`config.mk`:
```
export PLATFORM = sky130hd
export DESIGN_NAME = dcc_dma_count_config
export DESIGN_NICKNAME = d
export VERILOG_FILES = /design/src/rtl/dcc_pkg.sv /design/src/rtl/dcc_dma_count_config.sv /design/src/rtl/dcc_cfg_reg.sv /design/src/rtl/dcc_req_gen.sv
export SDC_FILE = /design/constraint.sdc
export NUM_CORES = 1
export LEC_CHECK = 0
export BUFFER_PORTS_ARGS = -buffer_cell sky130_fd_sc_hd__buf_2
export CAP_MARGIN = 10
export CORE_MARGIN = 8
export CORE_UTILIZATION = 45
export DETAILED_ROUTE_END_ITERATION = 8
export PLACE_DENSITY = 0.74
export SKIP_CTS_REPAIR_TIMING = 1
export SLEW_MARGIN = 40
export SYNTH_ARGS = -nofsm -noshare
export SYNTH_HDL_FRONTEND = slang
export SYNTH_HIERARCHICAL = 1
export SYNTH_SLANG_ARGS = --single-unit
export TNS_END_PERCENT = 100
```
`constraint.sdc`:
```
create_clock -name clock_i -period 3.6 [get_ports clock_i]
set_clock_uncertainty 0.05 [all_clocks]
set_input_delay 0.36 -clock clock_i [delete_from_list [all_inputs] [get_ports clock_i]]
set_output_delay 0.36 -clock clock_i [all_outputs]
set_load 0.03 [all_outputs]
```
`src/rtl/dcc_pkg.sv`:
```
package dcc_pkg;
  localparam logic [7:0] DCC_ADDR_CNT_B1 = 8'h34;
  localparam logic [7:0] DCC_ADDR_CNT_B2 = 8'h35;
  localparam logic [7:0] DCC_ADDR_CNT_B3 = 8'h36;
  localparam logic [7:0] DCC_ADDR_CNT_B4 = 8'h37;
  localparam logic [7:0] DCC_ADDR_CFG_LO = 8'h38;
  localparam logic [7:0] DCC_ADDR_CFG_HI = 8'h39;

  localparam logic [15:0] DCC_CFG_RESET = 16'h0001;
  localparam logic [31:0] DCC_CNT_RESET = 32'h0000_0000;

  localparam int DCC_BIT_SKIP_READY = 14;
  localparam int DCC_BIT_DISK_IF = 13;
  localparam int DCC_BIT_UDMA_HI = 12;
  localparam int DCC_BIT_UDMA_LO = 11;
  localparam int DCC_BIT_PIO_HI = 10;
  localparam int DCC_BIT_PIO_LO = 8;
  localparam int DCC_BIT_CNT_DIS = 7;
  localparam int DCC_BIT_BURST_HI = 6;
  localparam int DCC_BIT_BURST_LO = 4;
  localparam int DCC_BIT_STROBE_HI = 3;
  localparam int DCC_BIT_STROBE_LO = 2;
  localparam int DCC_BIT_WIDTH = 0;

  localparam logic [1:0] DCC_TIMING_CUSTOM = 2'h3;
  localparam logic [2:0] DCC_PIO_MAX = 3'h4;

  localparam logic [2:0] DCC_BURST_CONT = 3'h0;
  localparam logic [2:0] DCC_BURST_1 = 3'h1;
  localparam logic [2:0] DCC_BURST_2 = 3'h2;
  localparam logic [2:0] DCC_BURST_4 = 3'h3;
  localparam logic [2:0] DCC_BURST_8 = 3'h4;
  localparam logic [2:0] DCC_BURST_12 = 3'h5;
  localparam logic [2:0] DCC_BURST_16 = 3'h6;

  localparam logic [31:0] DCC_STEP_8BIT = 32'h0000_0001;
  localparam logic [31:0] DCC_STEP_16BIT = 32'h0000_0002;

  // beats per request; zero means hold the request continuously
  function automatic logic [4:0] dcc_burst_len(input logic [2:0] code);
    logic [4:0] len;
    len = 5'h01;
    unique case (code)
      DCC_BURST_CONT: len = 5'h00;
      DCC_BURST_1: len = 5'h01;
      DCC_BURST_2: len = 5'h02;
      DCC_BURST_4: len = 5'h04;
      DCC_BURST_8: len = 5'h08;
      DCC_BURST_12: len = 5'h0c;
      DCC_BURST_16: len = 5'h10;
      default: len = 5'h01;
    endcase
    return len;
  endfunction
endpackage

```
`src/rtl/dcc_dma_count_config.sv`:
```
`timescale 1ns/100ps
// Functional notes
// - 32-bit byte count, four byte fields
// - low count bytes reset to zero
// - two-byte configuration register at 38H
// - bit 14 ignores drive ready in every mode
// - bit 13 one selects disk interface
// - bit 13 zero selects generic mode
// - bits 12-11 pick UDMA/MDMA timing 0-2
// - timing code 3 uses strobe register, MDMA
// - bits 10-8 pick PIO mode 0-4
// - bit 7 disables counter, slave only
// - burst field acts in generic slave only
// - code 0 holds request until end
// - code 1 pulses request per beat
// - codes 2-6 pulse per burst
// - bit 0 selects bus width, resets 16
// - request undriven until configuration written
// - request only when fifo can serve
// - counter loads when top byte written
module dcc_dma_count_config
  import dcc_pkg::*;
(
  input wire logic clock_i, // 10 MHz device clock
  input wire logic srst_i, // power-on or bus reset
  input wire logic [7:0] reg_addr_i, // register byte address
  input wire logic reg_wr_i, // register write strobe
  input wire logic reg_rd_i, // register read strobe
  input wire logic [7:0] reg_wdata_i, // register write byte
  output logic [7:0] reg_rdata_o, // register read byte
  input wire logic master_mode_i, // dma core is bus master
  input wire logic xfer_start_i, // start a transfer
  input wire logic xfer_stop_i, // abort a transfer
  input wire logic xfer_beat_i, // one byte or word moved
  input wire logic fifo_ok_i, // fifo space (write) or data (read)
  input wire logic iordy_i, // drive ready pin, asynchronous
  output logic dma_request_line_o, // request level
  output logic dma_request_line_oe_o, // request pin enable
  output logic xfer_active_o, // transfer running
  output logic xfer_done_o, // count reached zero, one cycle
  output logic count_enabled_o, // counter in use
  output logic ready_ok_o, // data phase may proceed
  output logic skip_ready_wait_o, // drive ready ignored
  output logic disk_interface_select_o, // disk interface mode
  output logic generic_slave_dma_o, // generic slave mode active
  output logic [1:0] udma_timing_o, // UDMA/MDMA timing mode
  output logic strobe_reg_timing_o, // custom strobe timing in use
  output logic [2:0] programmed_io_timing_o, // PIO timing mode
  output logic pio_code_bad_o, // reserved PIO code programmed
  output logic [1:0] strobe_select_o, // handshake strobe select
  output logic wide_bus_o // 16-bit data bus
);
  logic [15:0] cfg;
  logic cfg_written;
  logic wr_cfg_lo, wr_cfg_hi;
  logic wr_b1, wr_b2, wr_b3, wr_b4;

  logic [23:0] shadow_q;
  logic [31:0] byte_count_register_q;
  logic [31:0] count_d;
  logic [31:0] step;
  logic [7:0] rdata_d;
  logic [7:0] rdata_q;
  logic active_q;
  logic done_q;
  logic beat;
  logic count_end;
  logic req;
  logic iordy_meta_q, iordy_sync_q;

  // register decode
  assign wr_b1 = reg_wr_i && (reg_addr_i == DCC_ADDR_CNT_B1);
  assign wr_b2 = reg_wr_i && (reg_addr_i == DCC_ADDR_CNT_B2);
  assign wr_b3 = reg_wr_i && (reg_addr_i == DCC_ADDR_CNT_B3);
  assign wr_b4 = reg_wr_i && (reg_addr_i == DCC_ADDR_CNT_B4);
  assign wr_cfg_lo = reg_wr_i && (reg_addr_i == DCC_ADDR_CFG_LO);
  assign wr_cfg_hi = reg_wr_i && (reg_addr_i == DCC_ADDR_CFG_HI);

  dcc_cfg_reg u_cfg (
    .clock_i(clock_i),
    .srst_i(srst_i),
    .wr_lo_i(wr_cfg_lo),
    .wr_hi_i(wr_cfg_hi),
    .wdata_i(reg_wdata_i),
    .cfg_o(cfg),
    .written_o(cfg_written)
  );

  // configuration fields
  assign skip_ready_wait_o = cfg[DCC_BIT_SKIP_READY];
  assign disk_interface_select_o = cfg[DCC_BIT_DISK_IF];
  assign generic_slave_dma_o = !cfg[DCC_BIT_DISK_IF] && !master_mode_i;
  assign udma_timing_o = cfg[DCC_BIT_UDMA_HI:DCC_BIT_UDMA_LO];
  assign strobe_reg_timing_o = cfg[DCC_BIT_DISK_IF] &&
                               (udma_timing_o == DCC_TIMING_CUSTOM);
  assign programmed_io_timing_o = cfg[DCC_BIT_PIO_HI:DCC_BIT_PIO_LO];
  assign pio_code_bad_o = (programmed_io_timing_o > DCC_PIO_MAX);
  assign strobe_select_o = cfg[DCC_BIT_STROBE_HI:DCC_BIT_STROBE_LO];
  assign wide_bus_o = cfg[DCC_BIT_WIDTH];

  // counter may be switched off only in generic slave mode
  assign count_enabled_o = !(cfg[DCC_BIT_CNT_DIS] && generic_slave_dma_o);

  // drive ready pin synchroniser
  always_ff @(posedge clock_i) begin
    if (srst_i) begin
      iordy_meta_q <= 1'b0;
      iordy_sync_q <= 1'b0;
    end else begin
      iordy_meta_q <= iordy_i;
      iordy_sync_q <= iordy_meta_q;
    end
  end

  assign ready_ok_o = skip_ready_wait_o || iordy_sync_q;

  // byte counting
  assign beat = xfer_beat_i && active_q;
  assign step = wide_bus_o ? DCC_STEP_16BIT : DCC_STEP_8BIT;
  assign count_end = beat && count_enabled_o && (byte_count_register_q <= step);
  assign count_d = (byte_count_register_q <= step) ? DCC_CNT_RESET
                                                    : byte_count_register_q - step;

  always_ff @(posedge clock_i) begin
    if (srst_i) begin
      shadow_q <= DCC_CNT_RESET[23:0];
      byte_count_register_q <= DCC_CNT_RESET;
    end else begin
      if (wr_b1) begin
        shadow_q[7:0] <= reg_wdata_i;
      end
      if (wr_b2) begin
        shadow_q[15:8] <= reg_wdata_i;
      end
      if (wr_b3) begin
        shadow_q[23:16] <= reg_wdata_i;
      end
      if (wr_b4) begin
        byte_count_register_q <= {reg_wdata_i, shadow_q};
      end else if (beat && count_enabled_o) begin
        byte_count_register_q <= count_d;
      end
    end
  end

  // transfer run flag and end pulse
  always_ff @(posedge clock_i) begin
    if (srst_i) begin
      active_q <= 1'b0;
      done_q <= 1'b0;
    end else begin
      done_q <= count_end;
      if (xfer_stop_i || count_end) begin
        active_q <= 1'b0;
      end else if (xfer_start_i) begin
        active_q <= 1'b1;
      end
    end
  end

  assign xfer_active_o = active_q;
  assign xfer_done_o = done_q;

  // request generation, generic slave mode only
  dcc_req_gen u_req (
    .clock_i(clock_i),
    .srst_i(srst_i),
    .go_i(active_q && generic_slave_dma_o && !count_end),
    .fifo_ok_i(fifo_ok_i),
    .beat_i(beat),
    .burst_i(cfg[DCC_BIT_BURST_HI:DCC_BIT_BURST_LO]),
    .req_o(req)
  );

  assign dma_request_line_o = req && cfg_written;
  assign dma_request_line_oe_o = cfg_written;

  // read back: live count and configuration
  always_comb begin
    rdata_d = 8'h00;
    unique case (reg_addr_i)
      DCC_ADDR_CNT_B1: rdata_d = byte_count_register_q[7:0];
      DCC_ADDR_CNT_B2: rdata_d = byte_count_register_q[15:8];
      DCC_ADDR_CNT_B3: rdata_d = byte_count_register_q[23:16];
      DCC_ADDR_CNT_B4: rdata_d = byte_count_register_q[31:24];
      DCC_ADDR_CFG_LO: rdata_d = cfg[7:0];
      DCC_ADDR_CFG_HI: rdata_d = cfg[15:8];
      default: rdata_d = 8'h00;
    endcase
  end

  always_ff @(posedge clock_i) begin
    if (srst_i) begin
      rdata_q <= 8'h00;
    end else if (reg_rd_i) begin
      rdata_q <= rdata_d;
    end
  end

  assign reg_rdata_o = rdata_q;
endmodule

```
`src/rtl/dcc_cfg_reg.sv`:
```
`timescale 1ns/100ps
module dcc_cfg_reg
  import dcc_pkg::*;
(
  input wire logic clock_i, // device clock
  input wire logic srst_i, // reset, power-on or bus
  input wire logic wr_lo_i, // write low byte
  input wire logic wr_hi_i, // write high byte
  input wire logic [7:0] wdata_i, // write byte
  output logic [15:0] cfg_o, // stored configuration
  output logic written_o // any write seen since reset
);
  logic [15:0] cfg_q;
  logic written_q;

  always_ff @(posedge clock_i) begin
    if (srst_i) begin
      cfg_q <= DCC_CFG_RESET;
      written_q <= 1'b0;
    end else begin
      if (wr_lo_i) begin
        cfg_q[7:0] <= wdata_i;
      end
      if (wr_hi_i) begin
        cfg_q[15:8] <= wdata_i;
      end
      if (wr_lo_i || wr_hi_i) begin
        written_q <= 1'b1;
      end
    end
  end

  assign cfg_o = cfg_q;
  assign written_o = written_q;
endmodule

```
`src/rtl/dcc_req_gen.sv`:
```
`timescale 1ns/100ps
module dcc_req_gen
  import dcc_pkg::*;
(
  input wire logic clock_i, // device clock
  input wire logic srst_i, // reset
  input wire logic go_i, // transfer running in generic slave mode
  input wire logic fifo_ok_i, // fifo has space or data
  input wire logic beat_i, // one byte or word moved
  input wire logic [2:0] burst_i, // burst code
  output logic req_o // request level
);
  typedef enum logic [1:0] {REQ_IDLE, REQ_ON, REQ_GAP} dcc_req_state_t;

  dcc_req_state_t state_q, state_d;
  logic [4:0] beats_q, beats_d;
  logic [4:0] len;
  logic burst_end;

  assign len = dcc_burst_len(burst_i);
  assign burst_end = beat_i && (len != 5'h00) && (beats_q + 5'h01 == len);

  always_comb begin
    state_d = state_q;
    beats_d = beats_q;
    unique case (state_q)
      REQ_IDLE: begin
        beats_d = 5'h00;
        if (go_i && fifo_ok_i) begin
          state_d = REQ_ON;
        end
      end
      REQ_ON: begin
        if (!go_i || !fifo_ok_i) begin
          state_d = REQ_IDLE;
        end else if (burst_end) begin
          state_d = REQ_GAP;
        end else if (beat_i) begin
          beats_d = beats_q + 5'h01;
        end
      end
      REQ_GAP: begin
        state_d = REQ_IDLE;
      end
    endcase
  end

  always_ff @(posedge clock_i) begin
    if (srst_i) begin
      state_q <= REQ_IDLE;
      beats_q <= 5'h00;
    end else begin
      state_q <= state_d;
      beats_q <= beats_d;
    end
  end

  assign req_o = (state_q == REQ_ON);
endmodule

```
==> results of run 1 <==
-- power groups by stage --
stage / Clock [W] / Combinational, W / Sequential [W]
after floorplan: 0 / 0.000320 / 0.00110
after global placement: 0 / 0.000398 / 0.00110
after detailed placement: 0 / 0.000406 / 0.00111
after CTS: 0.000784 / 0.000409 / 0.00108
after global routing: 0.000827 / 0.000453 / 0.00109
final: 0.000766 / 0.000418 / 0.00108
-- path summary, 6_finish.rpt --
kind                        from                        end  slack (ps)  cells past startpoint
hold reg to reg     shadow_q[23]  byte_count_register_q[23]         410                      2
setup reg to reg  u_cfg/cfg_o[0]           u_req/state_q[1]         260                     13
setup / recovery  u_cfg/cfg_o[0]           u_req/state_q[1]         260                     13
hold / removal       xfer_stop_i              xfer_active_o         120                      2
-- synth_stat cells, types with 4 or more instances --
cell / n
a211oi_1: 4
a21oi_1: 20
a221oi_1: 6
a31oi_1: 8
and3_1: 5
buf_6: 6
clkbuf_1: 18
dfxtp_1: 92
ha_1: 5
inv_1: 8
mux2i_1: 52
nand2_1: 62
nand2b_1: 6
nand3_1: 29
nor2_1: 65
nor3_1: 17
nor4_1: 7
o211ai_1: 9
o21ai_0: 18
o21ai_2: 10
o22ai_1: 8
or3_1: 11
xnor2_1: 20
xor2_1: 6
-- sequential cells by signal (all words and copies together) (netlist names), 2 cells and up --
name and cells:
u_cfg/cfg_o 16, u_req/state_q 2, shadow_q 24, u_req/beats_q 5, byte_count_register_q 32, reg_rdata_o 8
-- per-layer routing --
metal  part of all wire, %  vias to the layer above  routed length, um  GRT usage [%]
met3                   7.6                       18               1030           5.59
met1                    45                     2024               6180           24.7
met5                     0                        -                  0              0
met4                   1.8                        0                245           6.32
li1                      -                     2107                  -              -
met2                    45                      154               6170           29.9
-- logic make-up after synthesis --
logic type | count (synthesis)
and+or+nand+nor | 244
AOI/OAI and AO/OA | 105
DFF | 92
muxes | 52
buffers and inverters | 38
xor gates and xnor gates | 28
adders and majority gates | 6
-- through the flow --
step                      std cells  util [%]  total power, W  setup slack [ps]
final                           755      51.0         0.00227               259
after global routing            755      51.0         0.00237              11.0
after CTS                       755      51.0         0.00227               253
after detailed placement        739      48.9         0.00151               259
after global placement          739      48.9         0.00150               371
after floorplan                 565         -         0.00142               504
-- cell type report --
class                           instances  area (um2)
Timing Repair Buffer                   64         350
Tap cell                              140         175
Fill cell                            1025        5290
Sequential cell                        92        1840
Clock inverter                          5        75.1
Clock buffer                           11         141
Multi-Input combinational cell        435        2890
Inverter                                8        30.0
-- worst register-to-register path, stage by stage, from the launching register on --
cell	delay (ps)
dfxtp_1	330
inv_1	120
ha_1	160
inv_1	50
fa_1	390
a21boi_0	160
or4b_4	540
nor3_1	220
nand2_1	230
and3_1	270
and2_2	230
mux2i_2	180
o21ai_0	190
o41ai_1	100
==> qor.yml, run 1 <==
synth_compound_area_share_pct: 14.9
grt_overflow: 0
netlist_instances: 565
drc: 0
cts_tree: "done"
slowest_delay_ps: 540
antenna_found_initial: 0
dieHeight_um: 121
pwr-share-comb_pct: 18.4
clock-root-buffer: "clkbuf_8"
cts_buffers: 9
cp-end-kind: "flop"
cts_max_level: 3
gp_congestion: 0.896
drt_iter0_drc: 350
io_pins: 53
nets: 642
finalSetupViolations: 0
ys.warnings.count: 6
synth_fa_ha_area_share_pct: 1.67
ys_types: 75
grt_max_degree: 51
dieWidth_um: 121
ant_nets: 0
synth-main-ff-cell: "dfxtp_1"
synth_top_area_share_pct: 37.3
netlist_area_um2: 4930
hpwl_um: 9960
finalHoldViolations: 0
synth_xor_area_share_pct: 5.63
status: "complete, no violations"
crit_path_top_delay_cell: "or4b_4"
period_needed_ps: 3340
startpoint_type: "flop"
final_common_cell: "dfxtp_1"
sw_frac_of_total_pct: 28.9
grt_pass1_vias: 4153
final.setup.tns_ps: 0
path_buf_inv: 2
slew_violations: 0
rows: 38
num_antenna_cells: 0
cts_sinks: 92
cp.required_ps: 3800
synthArstFlopShare_pct: 0
synth_seq_cells: 92
slew_headroom_pct: 43.4
rsz0062_at_grt: "no"
tightestPinTransition_ps: 843
syn_to_final_growth_pct: 11.5
cp_max_fo: 5
layout_common_cells: "92 x dfxtp_1, 65 x nor2_1, 62 x nand2_1"
vdd_drop_max_uv: 245
synthMuxAreaShare_pct: 10.5
cts_max_path_buffers: 2
drt-pass1-iter-count: 5
arrival_ps: 3540
grt_usage_pct: 19.1
dieArea_um2: 14600
hold-worst-slack_ps: 118
p_leak_nw: 2.07
switchingPower_w: 0.000655
p_clk_share_pct: 33.8
grt_pass1_wl_um: 22000
clkTransAtPathRegs_ps: 90
vias_per_cell: 5.70
wl_per_cell_um: 18.1
critical_path.top_delay_family: "simple AND/OR/NAND/NOR gates"
syn_area_per_cell_um2: 8.73
max_freq_mhz: 299
p_per_area_nw_per_um2: 412
path_cells: "inv_1 > ha_1 > inv_1 > fa_1 > a21boi_0 > or4b_4 > nor3_1 > nand2_1 > and3_1 > and2_2 > mux2i_2 > o21ai_0 > o41ai_1"
period_share_pct: 92.8
syn-num-nets: 597
seq_power_share_pct: 47.8
initial_utilization_pct: 45.7
io_buffers: 52
drive_gt1_share_pct: 19.7
path_common_cell: "inv_1"
coreArea_um2: 10800
dpl_cell_area_um2: 5280
crit_type: "flop to flop"
netlist.top_cell.by_area: "dfxtp_1"
wl_um: 13600
clock_latency_ps: 370
yosys.area_share.simple_pct: 25.6
vias: 4303
worst_hold_path_type: "primary input to flop"
synth_top_family_by_area: "simple AND/OR/NAND/NOR gates"
p_int_w: 0.00161
synth_seq_area_share_pct: 37.3
maxCapViolations: 0
design_area_um2: 5500
synth_edf_count: 0
synth_area_leaders: "dfxtp_1 37%, mux2i_1 11%, nor2_1 4.9%, nand2_1 4.7%, xnor2_1 3.5%"
Note: power is estimated with default switching activity, not from simulation.
==> run 2: changes to the inputs <==
PLACE_DENSITY = 0.63   (was 0.74)
RECOVER_POWER = 50   (was unset)
==> qor.yml, run 2 (same netlist as run 1, synthesis figures left out) <==
grt_max_degree: 43  # was 51
p_leak_nw: 1.90  # was 2.07 nW
rows: 38  # unchanged
dp.cells: 740  # was 739
dieArea_um2: 14600  # unchanged
cts_max_level: 3  # unchanged
vias: 4363  # was 4303
gp_congestion: 0.909  # was 0.896
slew_violations: 0  # unchanged
grt_usage_pct: 19.2  # was 19.1%
final_common_cell: "dfxtp_1"  # unchanged
max_freq_mhz: 299  # about the same
grt_pass1_wl_um: 22000  # about the same
num_antenna_cells: 0  # unchanged
cts_max_path_buffers: 2  # unchanged
cp_max_fo: 5  # unchanged
slew_headroom_pct: 44.5  # was 43.4%
hpwl_um: 9890  # was 9960 um
p_per_area_nw_per_um2: 390  # was 412 nW/um2
final.setup.tns_ps: 0  # unchanged
dp_slack_ps: 263  # was 259 ps
vdd_drop_max_uv: 238  # was 245 uV
crit_type: "flop to flop"  # unchanged
syn_to_final_growth_pct: 9.74  # was 11.5%
rsz0062_at_grt: "no"  # unchanged
nFillCells: 1062  # was 1025
cp-end-kind: "flop"  # unchanged
clkTransAtPathRegs_ps: 90  # about the same
drive_gt1_share_pct: 15.0  # was 19.7%
wl_um: 13800  # was 13600 um
grt_pass1_vias: 4160  # was 4153
largest_reg_flops: 32  # unchanged
wl_per_cell_um: 18.3  # was 18.1 um
io_pins: 53  # unchanged
finalSetupViolations: 0  # unchanged
maxCapViolations: 0  # unchanged
ant_nets: 0  # unchanged
initial_utilization_pct: 45.7  # unchanged
io_buffers: 52  # unchanged
drt_iter0_drc: 304  # was 350
finalHoldViolations: 0  # unchanged
tightestPinTransition_ps: 827  # was 843 ps
cts_buffers: 9  # unchanged
grt_overflow: 0  # unchanged
fin_cells: 755  # unchanged
coreArea_um2: 10800  # unchanged
cts_sinks: 92  # unchanged
status: "complete, no violations"  # unchanged
fin_ws_ps: 251  # was 259 ps
dieHeight_um: 121  # unchanged
cp.required_ps: 3780  # was 3800 ps
dpl_cell_area_um2: 5290  # was 5280 um2
nets: 643  # was 642
drc: 0  # unchanged
clock-root-buffer: "clkbuf_8"  # unchanged
antenna_found_initial: 0  # unchanged
worst_hold_path_type: "primary input to flop"  # unchanged
design_area_um2: 5420  # was 5500 um2
dieWidth_um: 121  # unchanged
cts_tree: "done"  # unchanged
period_share_pct: 93.0  # was 92.8%
drt-pass1-iter-count: 4  # was 5
top_register: "byte_count_register_q"  # unchanged
vias_per_cell: 5.78  # was 5.70
layout_common_cells: "92 x dfxtp_1, 65 x nor2_1, 62 x nand2_1"  # unchanged
clock_latency_ps: 370  # about the same
startpoint_type: "flop"  # unchanged
period_needed_ps: 3350  # was 3340 ps
arrival_ps: 3530  # was 3540 ps
run 2: through the flow:
step	total power, W	util [%]	hold WS (ps)
after floorplan	0.00142	-	364
after global placement	0.00150	49.0	378
after detailed placement	0.00151	49.0	391
after CTS	0.00212	50.6	95.8
after global routing	0.00222	50.2	96.4
final	0.00211	50.2	106
run 2: routing by layer:
metal	vias up	part of all wire [%]	GRT usage [%]
li1	2102	-	-
met5	-	0	0
met1	2101	45	24.1
met3	23	6.5	4.90
met2	137	47	31.2
met4	0	1.9	6.79
run 2: power breakdown:
group          internal, W  total [W]  switching (W)
sequential         0.00104    0.00108      0.0000374
combinational     0.000160   0.000414       0.000254
clock             0.000245   0.000615       0.000370
total              0.00145    0.00211       0.000661
run 2: layout make-up:
cell class	instances	area (um2)	area share (%)
tap	140	175	3.23
inverter	8	30.0	0.555
sequential	92	1840	34.0
timing repair buffer	65	313	5.78
multi-input combinational	435	2890	53.4
clock buffer	9	124	2.29
clock inverter	6	42.5	0.786
run 2: path summary, 6_finish.rpt:
kind                       start                         to  slack, ps  depth (start not counted)
hold / removal       xfer_stop_i              xfer_active_o        110                          2
hold reg to reg     shadow_q[22]  byte_count_register_q[22]        410                          2
setup reg to reg  u_cfg/cfg_o[0]           u_req/state_q[0]        250                         13
setup / recovery  u_cfg/cfg_o[0]           u_req/state_q[0]        250                         13
run 2: critical path: stages, from the launching register on:
cell and delay [ps]:
dfxtp_1 340, inv_1 130, ha_1 170, inv_1 60, fa_1 400, a21boi_0 160
or4b_4 540, nor3_1 210, nand2_1 200, and3_1 270, and2_2 230, mux2i_2 270
o21a_1 150, nor3_1 40
